File: src/design/scl_pkg.sv
// Shared constants and types for the strap configuration latch
package scl_pkg;

  // Register byte offsets
  localparam logic [3:0] SCL_OFS_STRAP = 4'h0;
  localparam logic [3:0] SCL_OFS_CONFIG = 4'h4;
  localparam logic [3:0] SCL_OFS_CTRL = 4'h8;
  localparam logic [3:0] SCL_OFS_STATUS = 4'hc;

  // Strap register field positions
  localparam int SCL_STRAP_MODE_LSB = 0;
  localparam int SCL_STRAP_ADDR_LSB = 4;
  localparam int SCL_STRAP_ZERO_BIT = 7;
  localparam int SCL_STRAP_REFCLK_BIT = 8;
  localparam int SCL_STRAP_LED_BIT = 9;

  // Config register field positions
  localparam int SCL_CFG_MODE_LSB = 0;
  localparam int SCL_CFG_WAKE_A_BIT = 2;
  localparam int SCL_CFG_WAKE_B_BIT = 3;
  localparam int SCL_CFG_ADV_LSB = 4;
  localparam int SCL_CFG_ADDR_LSB = 8;
  localparam int SCL_CFG_REFCLK_EN_BIT = 13;
  localparam int SCL_CFG_LED_BIT = 14;

  // Control register field positions
  localparam int SCL_CTRL_ZERO_EN_BIT = 0;
  localparam int SCL_CTRL_REFCLK_SRC_BIT = 1;

  // Status register field positions
  localparam int SCL_STAT_VALID_BIT = 0;
  localparam int SCL_STAT_HOLD_BIT = 1;

  // Mode strap codes
  localparam logic [3:0] SCL_CODE_GMII = 4'h1;
  localparam logic [3:0] SCL_CODE_GMII_WAKE_A = 4'h9;
  localparam logic [3:0] SCL_CODE_GMII_WAKE_B = 4'hb;
  localparam logic [3:0] SCL_CODE_NAND = 4'h4;
  localparam logic [3:0] SCL_CODE_PDOWN = 4'h7;

  // Advertisement {1000 full, 1000 half, 10/100 full, 10/100 half}
  localparam logic [3:0] SCL_ADV_GMII = 4'hb;
  localparam logic [3:0] SCL_ADV_NONE = 4'h0;

  // Reset values of the captured strap image and of the reference clock source control
  localparam logic [3:0] SCL_RST_MODE = 4'h0;
  localparam logic [2:0] SCL_RST_ADDR = 3'h0;
  localparam logic SCL_RST_ZERO = 1'b1;
  localparam logic SCL_RST_REFCLK = 1'b0;
  localparam logic SCL_RST_LED = 1'b0;
  localparam logic SCL_RST_REFCLK_SRC = 1'b0;

  localparam int SCL_MGMT_ADDR_W = 5;

  typedef enum logic [1:0] {
    SCL_MODE_RSVD,
    SCL_MODE_GMII,
    SCL_MODE_NAND,
    SCL_MODE_PDOWN
  } scl_mode_e;

endpackage

File: src/design/scl_strap_if.sv
// Captured strap image passed from the sampler to the decoder
`timescale 1ns/100ps
`default_nettype none

interface scl_strap_if;
  logic [3:0] mode;
  logic [2:0] addr;
  logic addr_zero;
  logic refclk_en;
  logic led_style;
  logic valid;
  logic capture;

  modport cap (output mode, addr, addr_zero, refclk_en, led_style, valid, capture);
  modport use_side (input mode, addr, addr_zero, refclk_en, led_style, valid, capture);
endinterface

`default_nettype wire

File: src/design/scl_strap_latch.sv
// Strap configuration latch: capture, decode and register access
// Function
// - Every strap is sampled once when the chip reset is released and becomes the configuration.
// - GMII/MII for 0001, 1001, 1011 without 1000 half; wake on LED for 1001, interrupt for 1011.
// - Code 0100 is NAND tree test, 0111 is power-down, every other code is reserved.
// - The management address is the three address straps in bits 2:0 with bits 4:3 zero.
// - An address strap held high reads as one and held low as zero.
// - The address-zero enable defaults to the inverse of its strap level.
// - With address-zero enable set, requests to address 0 are accepted besides the own address.
// - A low address-zero strap answers address 0 too, a high strap answers only the own address.
// - The reference clock is driven out only when its enable strap was captured high.
// - The reference clock defaults to the local clock and may be switched to the recovered clock.
// - An LED style strap of one selects individual LEDs, zero selects tri-colour LEDs.
//
// Added by the designer: the register offsets and the Wishbone slave port.
`timescale 1ns/100ps
`default_nettype none

module scl_strap_latch (
  input wire logic sys_clk, // System clock, 25 MHz
  input wire logic srst, // Synchronous reset, active high
  input wire logic chip_rst_n, // Chip reset pin, active low
  input wire logic [3:0] mode_strap, // Device mode straps
  input wire logic [2:0] mgmt_addr_strap, // Management address straps
  input wire logic addr_zero_strap, // Address-zero strap
  input wire logic refclk_out_strap, // Clock-output enable strap
  input wire logic led_style_strap, // LED style strap
  input wire logic clk125_local, // Local 125 MHz clock
  input wire logic clk125_rx, // Recovered receive clock
  input wire logic [4:0] mgmt_req_addr, // Address of a management request
  output logic mgmt_addr_hit, // Request is for this device
  output logic [4:0] mgmt_addr, // Full management address
  output logic addr_zero_enable, // Answer address zero too
  output logic [1:0] dev_mode, // Decoded device mode
  output logic [3:0] an_adv, // Advertisement defaults
  output logic wake_event_out_a_en, // Wake events on indicator_out_a
  output logic wake_event_out_b_en, // Wake events on the interrupt pin
  output logic led_individual, // 1 individual, 0 tri-colour
  output logic refclk_out_pin, // Reference clock output
  output logic refclk_out_oe_n, // Low while refclk_out_pin drives
  input wire logic wb_cyc_i, // Wishbone cycle
  input wire logic wb_stb_i, // Wishbone strobe
  input wire logic wb_we_i, // Wishbone write enable
  input wire logic [3:0] wb_adr_i, // Wishbone byte address
  input wire logic [3:0] wb_sel_i, // Wishbone byte selects
  input wire logic [31:0] wb_dat_i, // Wishbone write data
  output logic [31:0] wb_dat_o, // Wishbone read data
  output logic wb_ack_o // Wishbone acknowledge
);

  scl_strap_if img ();

  scl_strap_sampler scl_strap_sampler_i (
    .sys_clk(sys_clk),
    .srst(srst),
    .chip_rst_n(chip_rst_n),
    .mode_strap(mode_strap),
    .mgmt_addr_strap(mgmt_addr_strap),
    .addr_zero_strap(addr_zero_strap),
    .refclk_out_strap(refclk_out_strap),
    .led_style_strap(led_style_strap),
    .img(img)
  );

  function automatic scl_pkg::scl_mode_e decode_mode(input logic [3:0] code);
    scl_pkg::scl_mode_e m;
    m = scl_pkg::SCL_MODE_RSVD;
    if (code == scl_pkg::SCL_CODE_GMII || code == scl_pkg::SCL_CODE_GMII_WAKE_A ||
        code == scl_pkg::SCL_CODE_GMII_WAKE_B) begin
      m = scl_pkg::SCL_MODE_GMII;
    end else if (code == scl_pkg::SCL_CODE_NAND) begin
      m = scl_pkg::SCL_MODE_NAND;
    end else if (code == scl_pkg::SCL_CODE_PDOWN) begin
      m = scl_pkg::SCL_MODE_PDOWN;
    end
    return m;
  endfunction

  // Decoded configuration, registered
  scl_pkg::scl_mode_e mode_q, mode_d;
  logic [3:0] adv_q, adv_d;
  logic wake_a_q, wake_a_d;
  logic wake_b_q, wake_b_d;
  logic [4:0] addr_q, addr_d;
  logic led_q, led_d;
  logic refclk_en_q, refclk_en_d;
  // Software-writable control
  logic zero_en_q, zero_en_d;
  logic refclk_src_q, refclk_src_d;
  // Bus slave
  logic ack_q, ack_d;
  logic [31:0] rdat_q, rdat_d;
  logic wb_req;
  logic ctrl_wr;
  logic [31:0] strap_word, cfg_word, ctrl_word, stat_word;

  assign wb_req = wb_cyc_i & wb_stb_i & ~ack_q;
  assign ctrl_wr = wb_req & wb_we_i & wb_sel_i[0] & (wb_adr_i == scl_pkg::SCL_OFS_CTRL);

  always_comb begin
    mode_d = decode_mode(img.mode);
    adv_d = (mode_d == scl_pkg::SCL_MODE_GMII) ? scl_pkg::SCL_ADV_GMII :
      scl_pkg::SCL_ADV_NONE;
    wake_a_d = (img.mode == scl_pkg::SCL_CODE_GMII_WAKE_A);
    wake_b_d = (img.mode == scl_pkg::SCL_CODE_GMII_WAKE_B);
    addr_d = {2'b00, img.addr};
    led_d = img.led_style;
    refclk_en_d = img.refclk_en;
    zero_en_d = zero_en_q;
    refclk_src_d = refclk_src_q;
    if (ctrl_wr) begin
      zero_en_d = wb_dat_i[scl_pkg::SCL_CTRL_ZERO_EN_BIT];
      refclk_src_d = wb_dat_i[scl_pkg::SCL_CTRL_REFCLK_SRC_BIT];
    end
    // Capture reload wins over a software write in the same cycle
    // Raw strap, since the captured image only updates on this edge
    if (img.capture) begin
      zero_en_d = ~addr_zero_strap;
      refclk_src_d = scl_pkg::SCL_RST_REFCLK_SRC;
    end
  end

  always_ff @(posedge sys_clk) begin
    if (srst) begin
      mode_q <= scl_pkg::SCL_MODE_RSVD;
      adv_q <= scl_pkg::SCL_ADV_NONE;
      wake_a_q <= 1'b0;
      wake_b_q <= 1'b0;
      addr_q <= 5'h00;
      led_q <= scl_pkg::SCL_RST_LED;
      refclk_en_q <= scl_pkg::SCL_RST_REFCLK;
      zero_en_q <= ~scl_pkg::SCL_RST_ZERO;
      refclk_src_q <= scl_pkg::SCL_RST_REFCLK_SRC;
    end else begin
      mode_q <= mode_d;
      adv_q <= adv_d;
      wake_a_q <= wake_a_d;
      wake_b_q <= wake_b_d;
      addr_q <= addr_d;
      led_q <= led_d;
      refclk_en_q <= refclk_en_d;
      zero_en_q <= zero_en_d;
      refclk_src_q <= refclk_src_d;
    end
  end

  // Register images
  always_comb begin
    strap_word = 32'h0000_0000;
    strap_word[scl_pkg::SCL_STRAP_MODE_LSB +: 4] = img.mode;
    strap_word[scl_pkg::SCL_STRAP_ADDR_LSB +: 3] = img.addr;
    strap_word[scl_pkg::SCL_STRAP_ZERO_BIT] = img.addr_zero;
    strap_word[scl_pkg::SCL_STRAP_REFCLK_BIT] = img.refclk_en;
    strap_word[scl_pkg::SCL_STRAP_LED_BIT] = img.led_style;
    cfg_word = 32'h0000_0000;
    cfg_word[scl_pkg::SCL_CFG_MODE_LSB +: 2] = mode_q;
    cfg_word[scl_pkg::SCL_CFG_WAKE_A_BIT] = wake_a_q;
    cfg_word[scl_pkg::SCL_CFG_WAKE_B_BIT] = wake_b_q;
    cfg_word[scl_pkg::SCL_CFG_ADV_LSB +: 4] = adv_q;
    cfg_word[scl_pkg::SCL_CFG_ADDR_LSB +: 5] = addr_q;
    cfg_word[scl_pkg::SCL_CFG_REFCLK_EN_BIT] = refclk_en_q;
    cfg_word[scl_pkg::SCL_CFG_LED_BIT] = led_q;
    ctrl_word = 32'h0000_0000;
    ctrl_word[scl_pkg::SCL_CTRL_ZERO_EN_BIT] = zero_en_q;
    ctrl_word[scl_pkg::SCL_CTRL_REFCLK_SRC_BIT] = refclk_src_q;
    stat_word = 32'h0000_0000;
    stat_word[scl_pkg::SCL_STAT_VALID_BIT] = img.valid;
    stat_word[scl_pkg::SCL_STAT_HOLD_BIT] = ~chip_rst_n;
  end

  // Wishbone slave: one wait state, unmapped reads return zero
  always_comb begin
    ack_d = wb_req;
    rdat_d = rdat_q;
    if (wb_req && !wb_we_i) begin
      if (wb_adr_i == scl_pkg::SCL_OFS_STRAP) begin
        rdat_d = strap_word;
      end else if (wb_adr_i == scl_pkg::SCL_OFS_CONFIG) begin
        rdat_d = cfg_word;
      end else if (wb_adr_i == scl_pkg::SCL_OFS_CTRL) begin
        rdat_d = ctrl_word;
      end else if (wb_adr_i == scl_pkg::SCL_OFS_STATUS) begin
        rdat_d = stat_word;
      end else begin
        rdat_d = 32'h0000_0000;
      end
    end
  end

  always_ff @(posedge sys_clk) begin
    if (srst) begin
      ack_q <= 1'b0;
      rdat_q <= 32'h0000_0000;
    end else begin
      ack_q <= ack_d;
      rdat_q <= rdat_d;
    end
  end

  assign wb_ack_o = ack_q;
  assign wb_dat_o = rdat_q;

  // Management address match
  assign mgmt_addr_hit = (mgmt_req_addr == addr_q) |
    (zero_en_q & (mgmt_req_addr == 5'h00));

  // Reference clock path, gated by the captured enable
  assign refclk_out_pin = refclk_en_q & (refclk_src_q ? clk125_rx : clk125_local);
  assign refclk_out_oe_n = ~refclk_en_q;

  assign mgmt_addr = addr_q;
  assign addr_zero_enable = zero_en_q;
  assign dev_mode = mode_q;
  assign an_adv = adv_q;
  assign wake_event_out_a_en = wake_a_q;
  assign wake_event_out_b_en = wake_b_q;
  assign led_individual = led_q;

endmodule

`default_nettype wire

File: src/design/scl_strap_sampler.sv
// Samples strap levels on the rising edge of the chip reset
`timescale 1ns/100ps
`default_nettype none

module scl_strap_sampler (
  input wire logic sys_clk, // System clock
  input wire logic srst, // Synchronous reset
  input wire logic chip_rst_n, // Chip reset pin level
  input wire logic [3:0] mode_strap, // Device mode straps
  input wire logic [2:0] mgmt_addr_strap, // Address straps
  input wire logic addr_zero_strap, // Address-zero strap
  input wire logic refclk_out_strap, // Clock-output enable strap
  input wire logic led_style_strap, // LED style strap
  scl_strap_if.cap img // Captured image
);

  logic rst_n_prev_q, rst_n_prev_d;
  logic [3:0] mode_q, mode_d;
  logic [2:0] addr_q, addr_d;
  logic zero_q, zero_d;
  logic refclk_q, refclk_d;
  logic led_q, led_d;
  logic valid_q, valid_d;
  logic release_edge;

  assign release_edge = chip_rst_n & ~rst_n_prev_q;

  always_comb begin
    rst_n_prev_d = chip_rst_n;
    mode_d = mode_q;
    addr_d = addr_q;
    zero_d = zero_q;
    refclk_d = refclk_q;
    led_d = led_q;
    valid_d = valid_q;
    if (release_edge) begin
      mode_d = mode_strap;
      addr_d = mgmt_addr_strap;
      zero_d = addr_zero_strap;
      refclk_d = refclk_out_strap;
      led_d = led_style_strap;
      valid_d = 1'b1;
    end
  end

  always_ff @(posedge sys_clk) begin
    if (srst) begin
      rst_n_prev_q <= 1'b0;
      mode_q <= scl_pkg::SCL_RST_MODE;
      addr_q <= scl_pkg::SCL_RST_ADDR;
      zero_q <= scl_pkg::SCL_RST_ZERO;
      refclk_q <= scl_pkg::SCL_RST_REFCLK;
      led_q <= scl_pkg::SCL_RST_LED;
      valid_q <= 1'b0;
    end else begin
      rst_n_prev_q <= rst_n_prev_d;
      mode_q <= mode_d;
      addr_q <= addr_d;
      zero_q <= zero_d;
      refclk_q <= refclk_d;
      led_q <= led_d;
      valid_q <= valid_d;
    end
  end

  assign img.mode = mode_q;
  assign img.addr = addr_q;
  assign img.addr_zero = zero_q;
  assign img.refclk_en = refclk_q;
  assign img.led_style = led_q;
  assign img.valid = valid_q;
  assign img.capture = release_edge;

endmodule

`default_nettype wire

File: config.mk
export PLATFORM = sky130hd
export DESIGN_NAME = scl_strap_latch
export DESIGN_NICKNAME = d
export VERILOG_FILES = /design/src/design/scl_pkg.sv /design/src/design/scl_strap_if.sv /design/src/design/scl_strap_latch.sv /design/src/design/scl_strap_sampler.sv
export SDC_FILE = /design/constraint.sdc
export NUM_CORES = 1
export LEC_CHECK = 0
export ABC_AREA = 1
export BUFFER_PORTS_ARGS = -buffer_cell sky130_fd_sc_hd__buf_4
export CORE_MARGIN = 4
export CORE_UTILIZATION = 45
export DETAILED_ROUTE_END_ITERATION = 16
export PLACE_DENSITY = 0.94
export SYNTH_ARGS = -nofsm -noshare
export SYNTH_HDL_FRONTEND = slang
export SYNTH_HIERARCHICAL = 1
export SYNTH_SLANG_ARGS = --single-unit
File: constraint.sdc
create_clock -name sys_clk -period 2.5 [get_ports sys_clk]
set_input_delay 0.125 -clock sys_clk [delete_from_list [all_inputs] [get_ports sys_clk]]
set_output_delay 0.125 -clock sys_clk [all_outputs]
set_load 0.005 [all_outputs]
==> results by group, run 1 <==
Timing
  • Fin crit share: 60.8%
  • Worst Max-Slew Pin Slew: between 0.6 and 0.7 ns
  • Hold Slack: 0.0934 ns
  • RSZ-0062 raised after global routing: no
  • Setup slack after layout: 0.979 ns
  • Final setup fails: 0
  • Worst Skew: 0.0111 ns
  • Crit path time final: 1.52 ns
  • Max-slew violation total from the final report: 0
  • Setup_tns: 0 ns
  • Rel. slew slack: 53.9%
  • Final Hold Vio Count: 0
  • FMAX: 657 MHz

Logic synthesis
  • Post-synth EDFFs: 0
  • YS warnings: 6
  • Post-Synthesis Cell Area: ~1900 um^2
  • Post-synth top area cell: dfxtp_1
  • Seq cells post-synth: 38
  • Syn_area_per_cell: 7.04 um^2
  • Area contributors post-synth: dfxtp_1, nand2_1, buf_4
  • Synth top area share: between 40% and 50%
  • Asr flop ratio synth: 0%
  • Top-count cell post-synth: nand2_1
  • Top FF cell, synth: dfxtp_1
  • Commonest cells in the netlist: nand2_1, nor2_1, dfxtp_1
  • Seq/Total Area, Yosys: 40.6%
  • Netlist cell types: 25
  • Mapped Cells: 266

Status
  • Status: finished clean

GRT
  • Met3 usage: 5.96%
  • Most used routing layer: met2
  • Grt met1 use: 19.2%
  • Met2 usage: between 20% and 30%
  • All-layer global routing usage: 17.3%
  • Gr ovfl total: 0
  • Largest net degree at the start of global routing: 23
  • Vias in the first global route: 1,588
  • First-pass GRT wire length: 6950 um
  • Initial antenna violation count: 0

Final layout
  • Area delta synth->final: 25.1%
  • Number of fill cells: 362
  • Layout cells sized above 1: 25.4%
  • Final instance area: approximately 2300 um^2
  • Fin nets: around 390
  • Ant diodes: 0

Flow run
  • Max_cap viols: 0

Routing
  • DRT Pass-1 Iters: 4
  • Drt wl/cell: 11.7 um
  • Via/cell ratio: 4.58
  • Detailed Route Iter0 Violations: around 140
  • DR vias: around 1,700
  • # DRC: 0
  • Post-Route WL: 4350 um
  • Post-route ant nets: 0

Power
  • Max IR drop VDD: between 0.2 and 0.3 mV
  • Tot Pwr: 1.33 mW
  • Pleak: roughly 1.2 nW
  • Cell area power density: 567 nW/um^2

Clock tree
  • CTS Hold Bufs: 0
  • Num Clock Sinks: 38
  • Clock Latency Late Sink: 0.29 ns
  • Clock Pin Slew Worst Setup and Hold Paths: 0.08 ns
  • Setup Buffers After CTS: 0
  • TritonCTS clock tree: built
  • TritonCTS buffer count: 5
  • Deepest clock path buffer count: 2
  • CTS root buffer: clkbuf_8
  • Post-CTS sizing: 0
  • H-Tree Depth: 2

Critical path
  • CP Data Arrival Time: 1.70 ns
  • WP data required: 2.68 ns
  • Worst setup SP type: flip-flop
  • Crit-path max FO: 12
  • Crit. End Element: flip-flop
  • Crit Path Category: reg -> reg

Floorplanning
  • Die height: ~72 um
  • Core Area: ~4000 um^2
  • Rows: 23
  • Die area: 5260 um^2
  • Width of the die: 72.5 um
  • Initial Utilization: about 47%
  • Number of top-level pins: 114

Place
  • Buffers on Ports: 58
  • Post-placement cell area: roughly 2200 um^2
  • HPWL after DPL: 3400 um
  • Gp weighted congestion: approximately 0.89
  • Dpl ws: 1.02 ns

Min path
  • HP Class: in -> reg
metal layers:
metal / vias up / wire [um] / share of wire, %
met1: 748 / 1710 / 39
met3: 6 / 413 / 9.5
li1: 886 / - / -
met4: 0 / 70 / 1.6
met2: 67 / 2160 / 50
met5: - / 0 / 0
cells by family (layout without fill, tap and decap cells):
logic type             Yosys count  in the layout  synth area share [%]
AND/OR/NAND/NOR                136            136                  32.4
buffers and inverters           66            102                  18.8
flip-flops                      38             38                  40.6
AO/OA/AOI/OAI                   22             22                  6.55
XOR/XNOR                         3              3                  1.40
other                            1             22                 0.200
through the flow:
step                      cells  util, %
after floorplan             287        -
after global placement      365     55.8
after detailed placement    365     55.8
after CTS                   373     58.5
after global routing        373     58.5
final                       373     58.5
power by group:
group	total, mW	internal [mW]	switching (mW)	leakage [nW]
sequential	0.653	0.631	0.0224	0.311
combinational	0.167	0.0759	0.0908	0.821
clock	0.507	0.293	0.213	0.0579
state kept, by name (all words and copies together), names as in the netlist:
register / count
scl_strap_sampler_i/rst_n_prev_q: 1
refclk_src_q: 1
led_individual: 1
scl_strap_sampler_i/img.valid: 1
an_adv: 1
scl_strap_sampler_i/img.addr_zero: 1
refclk_en_q: 1
wake_event_out_b_en: 1
wb_dat_o: 13
addr_zero_enable: 1
scl_strap_sampler_i/img.led_style: 1
mgmt_addr: 3
wake_event_out_a_en: 1
scl_strap_sampler_i/img.mode: 4
dev_mode: 2
scl_strap_sampler_i/img.addr: 3
wb_ack_o: 1
scl_strap_sampler_i/img.refclk_en: 1
final cells by class:
cell class	instances	area [um^2]	share of cell area, %
inverters	36	136	5.83
clock buffers	5	68.8	2.94
repair buffers	58	435	18.6
well taps	50	62.6	2.67
flip-flops and latches	38	761	32.5
clock inverters	3	40.0	1.71
multi-input cells	183	837	35.8
worst max-delay path, stage by stage, from the launching register on:
cell	delay, ns
dfxtp_1	0.36
nor3_2	0.60
nand2_1	0.21
a21oi_1	0.18
nor2_1	0.05
placed cells by master, fill, tap and decap left out:
cell type  count
dfxtp_1       38
o21ai_0        6
clkinv_1       1
buf_4         58
a21oi_1       11
nand3b_1       2
nand3_1       25
inv_1         30
bufinv_16      1
nor2_1        39
inv_2          4
conb_1        22
nand2_1       56
nor2_2         4
nand2_2        2
o211ai_1       2
xor2_1         2
clkinv_2       3
nor2_4         4
nor3_2         1
xnor2_1        1
clkbuf_8       5
nor4_1         1
nor3_1         2
a22oi_1        3
final timing paths:
path,startpoint,endpoint,slack [ns],cells after the start
max,wb_ack_o,wb_dat_o[7],0.98,4
min reg2reg,scl_strap_sampler_i/img.addr[0],mgmt_addr[0],0.43,2
max reg2reg,wb_ack_o,wb_dat_o[7],0.98,4
min,addr_zero_strap,addr_zero_enable,0.09,4
No activity file was read; power rests on OpenSTA's default activity.
==> run 2: changes to the inputs <==
--- a/config.mk
+++ b/config.mk
@@ -5,12 +5,12 @@
 export SDC_FILE = /design/constraint.sdc
 export NUM_CORES = 1
 export LEC_CHECK = 0
-export ABC_AREA = 1
+export ABC_AREA = 0
 export BUFFER_PORTS_ARGS = -buffer_cell sky130_fd_sc_hd__buf_4
 export CORE_MARGIN = 4
-export CORE_UTILIZATION = 45
+export CORE_UTILIZATION = 39
 export DETAILED_ROUTE_END_ITERATION = 16
-export PLACE_DENSITY = 0.94
+export PLACE_DENSITY = 0.88
 export SYNTH_ARGS = -nofsm -noshare
 export SYNTH_HDL_FRONTEND = slang
 export SYNTH_HIERARCHICAL = 1
==> constraint.sdc (replaced) <==
create_clock -name sys_clk -period 1.31 [get_ports sys_clk]
set_input_delay 0.0655 -clock sys_clk [delete_from_list [all_inputs] [get_ports sys_clk]]
set_output_delay 0.0655 -clock sys_clk [all_outputs]
set_load 0.005 [all_outputs]
==> run 2 against run 1 <==
  * The run now ends with setup timing left
  * Critical path depth increased by 1
  * Sequential share of layout area is 1.3 points lower
  * Sequential power up 91%
  * Clock power is 140% higher
  * Global-route usage decreased by 3.2 points
  * Routed wire length is 0.76% lower
  * Worst setup slack got worse by 1.1 ns
  * Clock-buffer cell count rose by 1
  * Sequential cell count stayed put
  * Synthesized cell count decreased by 26%
  * Register-to-register slack worse by 0.95 ns
  * Combinational power increased by 110%
  * Critical path type is now reg -> out
  * Largest cell class unchanged
==> results by group, run 2 <==
Logic synthesis
  • Top-count cell post-synth: dfxtp_1
  • Netlist cell types: 34
  • Post-Synthesis Cell Area: ~1900 um^2
  • Asr flop ratio synth: 0%
  • Commonest cells in the netlist: dfxtp_1, buf_4, nor2_1
  • Post-synth EDFFs: 0
  • YS warnings: 6
  • Synth top area share: about 41%
  • Syn_area_per_cell: 9.43 um^2
  • Mapped Cells: just under 200
  • Area contributors post-synth: dfxtp_1, buf_4, nand4bb_1
  • Post-synth top area cell: dfxtp_1
  • Seq/Total Area, Yosys: 40.7%
  • Top FF cell, synth: dfxtp_1
  • Seq cells post-synth: 38

Critical path
  • WP data required: 1.24 ns
  • Worst setup SP type: flip-flop
  • CP Data Arrival Time: around 1.4 ns
  • Crit. End Element: output port
  • Crit Path Category: reg -> out
  • CP peak stage delay: 0.34 ns
  • Crit-path max FO: 3
  • Critical-path cell list: xor2_1 > nor4_1 > nor3_1 > nor3_1 > buf_4
  • Slowest stage cell, crit path: dfxtp_2
  • Cell mode on critical path: nor3_1

Final layout
  • Ant diodes: 0
  • Layout cells sized above 1: about 37%
  • Final core utilization: 54.3%
  • Fin nets: 320
  • Final instance area: 2450 um^2
  • Number of fill cells: 429
  • Largest register FFs: 13
  • Commonest non-fill, non-tap cell in the layout: buf_4
  • Most frequent cells in the layout: buf_4, dfxtp_1, conb_1, nor2_1, nand2b_1
  • Post-Layout Cell Count: 310
  • Area delta synth->final: 30.9%

Timing
  • RSZ-0062 raised after global routing: yes
  • Hold Slack: 0.0464 ns
  • Final Hold Vio Count: 0
  • Final setup fails: 1
  • Setup slack after layout: -0.117 ns
  • Crit path time final: 1.43 ns
  • Worst Skew: 0.0111 ns
  • Fin crit share: 109%
  • FMAX: 701 MHz
  • Max-slew violation total from the final report: 0
  • Setup_tns: -0.117 ns

Status
  • Failing checks: setup timing
  • Status: finished, violations left

Routing
  • DR vias: 1,533
  • Via/cell ratio: slightly below 5
  • Post-Route WL: 4320 um
  • DRT Pass-1 Iters: 4
  • Drt wl/cell: between 10 and 15 um
  • # DRC: 0
  • Post-route ant nets: 0
  • Detailed Route Iter0 Violations: 55

Power
  • Comb power frac: 12.3%
  • Cell area power density: 1140 nW/um^2
  • Sequential share of power: 44.6%
  • Tot Pwr: 2.79 mW
  • Pleak: 1.04 nW
  • Pint: 2.19 mW
  • Clock network fraction of design power: 43.1%
  • Max IR drop VDD: around 0.61 mV
  • NetSw: roughly 600 uW
  • Switch share: 21.5%

GRT
  • First-pass GRT wire length: 6900 um
  • Vias in the first global route: between 1,000 and 1,500
  • Initial antenna violation count: 0
  • Largest net degree at the start of global routing: 31
  • All-layer global routing usage: 14.1%
  • Gr ovfl total: 0

Clock tree
  • TritonCTS clock tree: built
  • Clock Pin Slew Worst Setup and Hold Paths: roughly 0.08 ns
  • Num Clock Sinks: 38
  • TritonCTS buffer count: 5
  • H-Tree Depth: 2
  • Deepest clock path buffer count: 2
  • Clock Latency Late Sink: 0.28 ns
  • CTS root buffer: clkbuf_8

Floorplanning
  • Die height: 77.2 um
  • Width of the die: 77.2 um
  • Die area: 5960 um^2
  • Initial Utilization: 41.5%
  • Number of top-level pins: 114
  • Core Area: 4500 um^2
  • Rows: 24

Place
  • HPWL after DPL: 3190 um
  • Dpl ws: -0.0191 ns
  • Buffers on Ports: 58
  • Gp weighted congestion: 0.750
  • Inst Count DP: 300
  • Post-placement cell area: between 2000 and 2500 um^2

Min path
  • HP Class: in -> reg

Flow run
  • Max_cap viols: 0
[run 2: changes by cell type in the layout (fill, tap and decap cells not counted), moves of 9 or more]
cell | before | now
nor2_1 | 39 | 14
nand2b_1 | 0 | 11
nand2_1 | 56 | 10
nand4bb_1 | 0 | 9
inv_1 | 30 | 2
o21ai_2 | 0 | 9
nand3_1 | 25 | 4
[run 2: final cells by class]
cell class                 instances  area (um^2)  share of cell area, %
tap                               52         65.1                   2.66
sequential                        38          763                   31.2
multi-input combinational        144          970                   39.6
timing repair buffer              66          498                   20.4
inverter                           2         7.51                  0.307
clock buffer                       6         82.6                   3.38
clock inverter                     2         60.1                   2.46
[run 2: per-layer routing]
| layer | global-route usage, % | vias up | part of all wire (%) | wire length [um] |
|---|---|---|---|---|
| li1 | - | 762 | - | - |
| met1 | 17.2 | 704 | 44 | 1900 |
| met2 | 23.9 | 63 | 48 | 2060 |
| met3 | 3.98 | 4 | 7.6 | 328 |
| met4 | 4.09 | 0 | 0.72 | 31 |
| met5 | 0 | - | 0 | 0 |
[run 2: worst max-delay path: cells and delay by family, from the launching register on]
family	cells	cell delay (ns)
XOR/XNOR	1	0.17
buffers and inverters	1	0.13
flip-flops	1	0.34
AND/OR/NAND/NOR	3	0.44
[run 2: cells by family after synthesis]
logic type | Yosys count | share of synthesized area [%]
xor gates and xnor gates | 4 | 1.88
DFF | 38 | 40.7
and+or+nand+nor | 80 | 28.7
muxes | 3 | 1.61
other | 1 | 0.201
buffers and inverters | 37 | 13.5
AOI/OAI and AO/OA | 35 | 13.4
[run 2: path summary, 6_finish.rpt]
path         cells past startpoint                to  slack [ns]          from
max                              5     mgmt_addr_hit       -0.12  mgmt_addr[1]
max reg2reg                      4  addr_zero_enable        0.03      wb_ack_o
min                              2          wb_ack_o        0.05          srst
min reg2reg                      2       wb_dat_o[6]        0.46   wb_dat_o[6]
[run 2: power groups by stage]
stage                     registers (mW)  logic (mW)  clock network (mW)
after floorplan                     1.26       0.225                   0
after global placement              1.27       0.316                   0
after detailed placement            1.27       0.325                   0
after CTS                           1.25       0.330                1.23
after global routing                1.25       0.379                1.28
final                               1.25       0.343                1.20
[run 2: timing repair]
| item | CTS | global route |
|---|---|---|
| hold endpoints to repair | 1 | 0 |
| hold buffers | 1 | 0 |
| gates resized for setup | 1 | 6 |
| setup buffers | 0 | 1 |
| setup endpoints to repair | 2 | 8 |
| pin swaps | 1 | 3 |
==> run 3: changes to the inputs <==
--- a/config.mk
+++ b/config.mk
@@ -9,7 +9,9 @@
 export BUFFER_PORTS_ARGS = -buffer_cell sky130_fd_sc_hd__buf_4
 export CORE_MARGIN = 4
 export CORE_UTILIZATION = 39
+export CTS_BUF_LIST = sky130_fd_sc_hd__clkbuf_16
 export DETAILED_ROUTE_END_ITERATION = 16
+export GPL_TIMING_DRIVEN = 0
 export PLACE_DENSITY = 0.88
 export SYNTH_ARGS = -nofsm -noshare
 export SYNTH_HDL_FRONTEND = slang
==> run 3 against run 2 <==
  * The run still ends with setup timing left
  * Non-clock buffer count increased by 26
  * Clock skew shrank 0.0081 ns
  * Clock power rose by 8%
  * First-iteration DRC count increased by 110%
  * Sequential power about the same
  * Routed wire length rose by 7.7%
  * Final area increased by 7.6%
  * Hold slack got worse by 0.028 ns
==> results by group, run 3 (synthesized netlist as in run 2, its figures left out) <==
Final layout
  • Final instance area: 2630 um^2
  • Final core utilization: 58.4%
  • Largest register FFs: 13
  • Commonest non-fill, non-tap cell in the layout: buf_4
  • Fin nets: 346
  • Area delta synth->final: 40.9%
  • Sequential Area: 762 um^2
  • Most frequent cells in the layout: buf_4, dfxtp_1, conb_1, nor2_1, nand2b_1
  • Number of fill cells: 393
  • Post-Layout Cell Count: 335
  • Multi-input logic area: 961 um^2
  • Ant diodes: 0
  • Layout cells sized above 1: 39.6%

GRT
  • Largest net degree at the start of global routing: 13
  • Vias in the first global route: around 1,500
  • All-layer global routing usage: 15.0%
  • Initial antenna violation count: 0
  • Gr ovfl total: 0
  • First-pass GRT wire length: 7260 um

Clock tree
  • TritonCTS buffer count: 5
  • Clock Pin Slew Worst Setup and Hold Paths: 0.05 ns
  • CTS root buffer: clkbuf_16
  • TritonCTS clock tree: built
  • CTS Hold Bufs: 0
  • H-Tree Depth: 2
  • Num Clock Sinks: 38
  • Deepest clock path buffer count: 2
  • Clock Latency Late Sink: between 0.2 and 0.3 ns

Routing
  • Drt wl/cell: 13.9 um
  • DRT Pass-1 Iters: 4
  • # DRC: 0
  • Post-Route WL: 4650 um
  • DR vias: 1,659
  • Post-route ant nets: 0
  • Via/cell ratio: ~5.0
  • Detailed Route Iter0 Violations: between 100 and 150

Flow run
  • Max_cap viols: 0

Timing
  • Fin crit share: 115%
  • Final Hold Vio Count: 0
  • Final setup fails: 1
  • Setup slack after layout: -0.193 ns
  • Rel. slew slack: between 60% and 70%
  • FMAX: 665 MHz
  • Worst Max-Slew Pin Slew: 0.547 ns
  • RSZ-0062 raised after global routing: yes
  • Crit path time final: 1.50 ns
  • Max-slew violation total from the final report: 0
  • Hold Slack: 0.0182 ns
  • Worst Skew: 0.00301 ns

Floorplanning
  • Initial Utilization: slightly above 40%
  • Width of the die: about 77 um
  • Rows: 24
  • Number of top-level pins: 114
  • Die area: 5960 um^2
  • Core Area: 4500 um^2
  • Die height: 77.2 um

Critical path
  • CP Data Arrival Time: 1.44 ns
  • RR Startpoint: wb_ack_o
  • Worst r2r dst: wb_dat_o[8]
  • WP data required: about 1.2 ns
  • Crit-path max FO: 3
  • Reg2reg path depth: 4
  • Crit. End Element: output port
  • R2r setup slk: 0.06 ns
  • Crit Path Category: reg -> out
  • Worst setup SP type: flip-flop

Power
  • Pleak: 1.18 nW
  • Cell area power density: approximately 1100 nW/um^2
  • Max IR drop VDD: 0.521 mV
  • Tot Pwr: 2.95 mW

Status
  • Status: finished, violations left
  • Failing checks: setup timing

Place
  • Post-placement cell area: 2430 um^2
  • HPWL after DPL: 3470 um
  • Inst Count DP: 327
  • Gp weighted congestion: 0.774
  • Buffers on Ports: between 50 and 60

Min path
  • HP Class: in -> reg
  • Hold EP: addr_zero_enable
  • Hold Path Origin: addr_zero_strap
  • Hold Path Cell Cnt: 2
==> run 3: cell types whose count changed in the layout (fill, tap and decap cells not counted), sizes merged <==
cell         before  now
clkbuf            6    9
buf              65   88
clkinv            0    1
dlygate4sd3       1    0
bufinv            2    1
==> run 3: where the power goes <==
part | total [mW] | switching (mW) | internal (mW)
Clock | 1.30 | 0.422 | 0.879
Sequential | 1.25 | 0.0451 | 1.20
Combinational | 0.396 | 0.176 | 0.220
Total | 2.95 | 0.643 | 2.30
==> run 3: routing by layer <==
layer	up-vias	wire (um)	GRT usage, %
met5	-	0	0
met4	0	78	6.23
met3	10	477	5.50
met2	83	2160	23.5
met1	746	1940	18.4
li1	820	-	-
==> run 3: worst max-delay path by stage <==
stage	startpoint	endpoint	slack (ns)	cells past startpoint
finish	mgmt_addr[1]	mgmt_addr_hit	-0.19	5
global route	mgmt_addr[1]	mgmt_addr_hit	-0.21	5
CTS	mgmt_addr[1]	mgmt_addr_hit	-0.18	5
detailed placement	wb_ack_o	addr_zero_enable	0.03	4
global placement	wb_ack_o	addr_zero_enable	0.04	4
floorplan	wb_ack_o	addr_zero_enable	0.10	4
==> run 3: worst max-delay path: stages (launching register included) <==
cell,delay (ns)
dfxtp_2,0.33
xor2_1,0.18
nor4_1,0.25
nor3_1,0.08
nor3_1,0.17
buf_4,0.15
==> run 3: through the flow <==
stage | setup TNS, ns | setup slack [ns]
2_1_floorplan | 0 | 0.105
4_1_cts | -0.180 | -0.180
5_1_grt | -0.225 | -0.207
3_3_place_gp | 0 | 0.0432
6_report | -0.193 | -0.193
3_5_place_dp | 0 | 0.0263
==> run 3: final cells by class <==
cell class,instances,area share (%)
Timing Repair Buffer,57,16.3
Clock buffer,5,4.75
Multi-Input combinational cell,144,36.5
Clock inverter,2,1.28
Buffer,35,9.51
Tap cell,52,2.47
Sequential cell,38,28.9
Inverter,2,0.285
==> run 3: what timing repair did <==
| item | in CTS | in global routing |
|---|---|---|
| setup buffers | 0 | 1 |
| endpoints found under the setup margin | 1 | 11 |
| pin swaps | 0 | 2 |
| resized for setup | 1 | 7 |
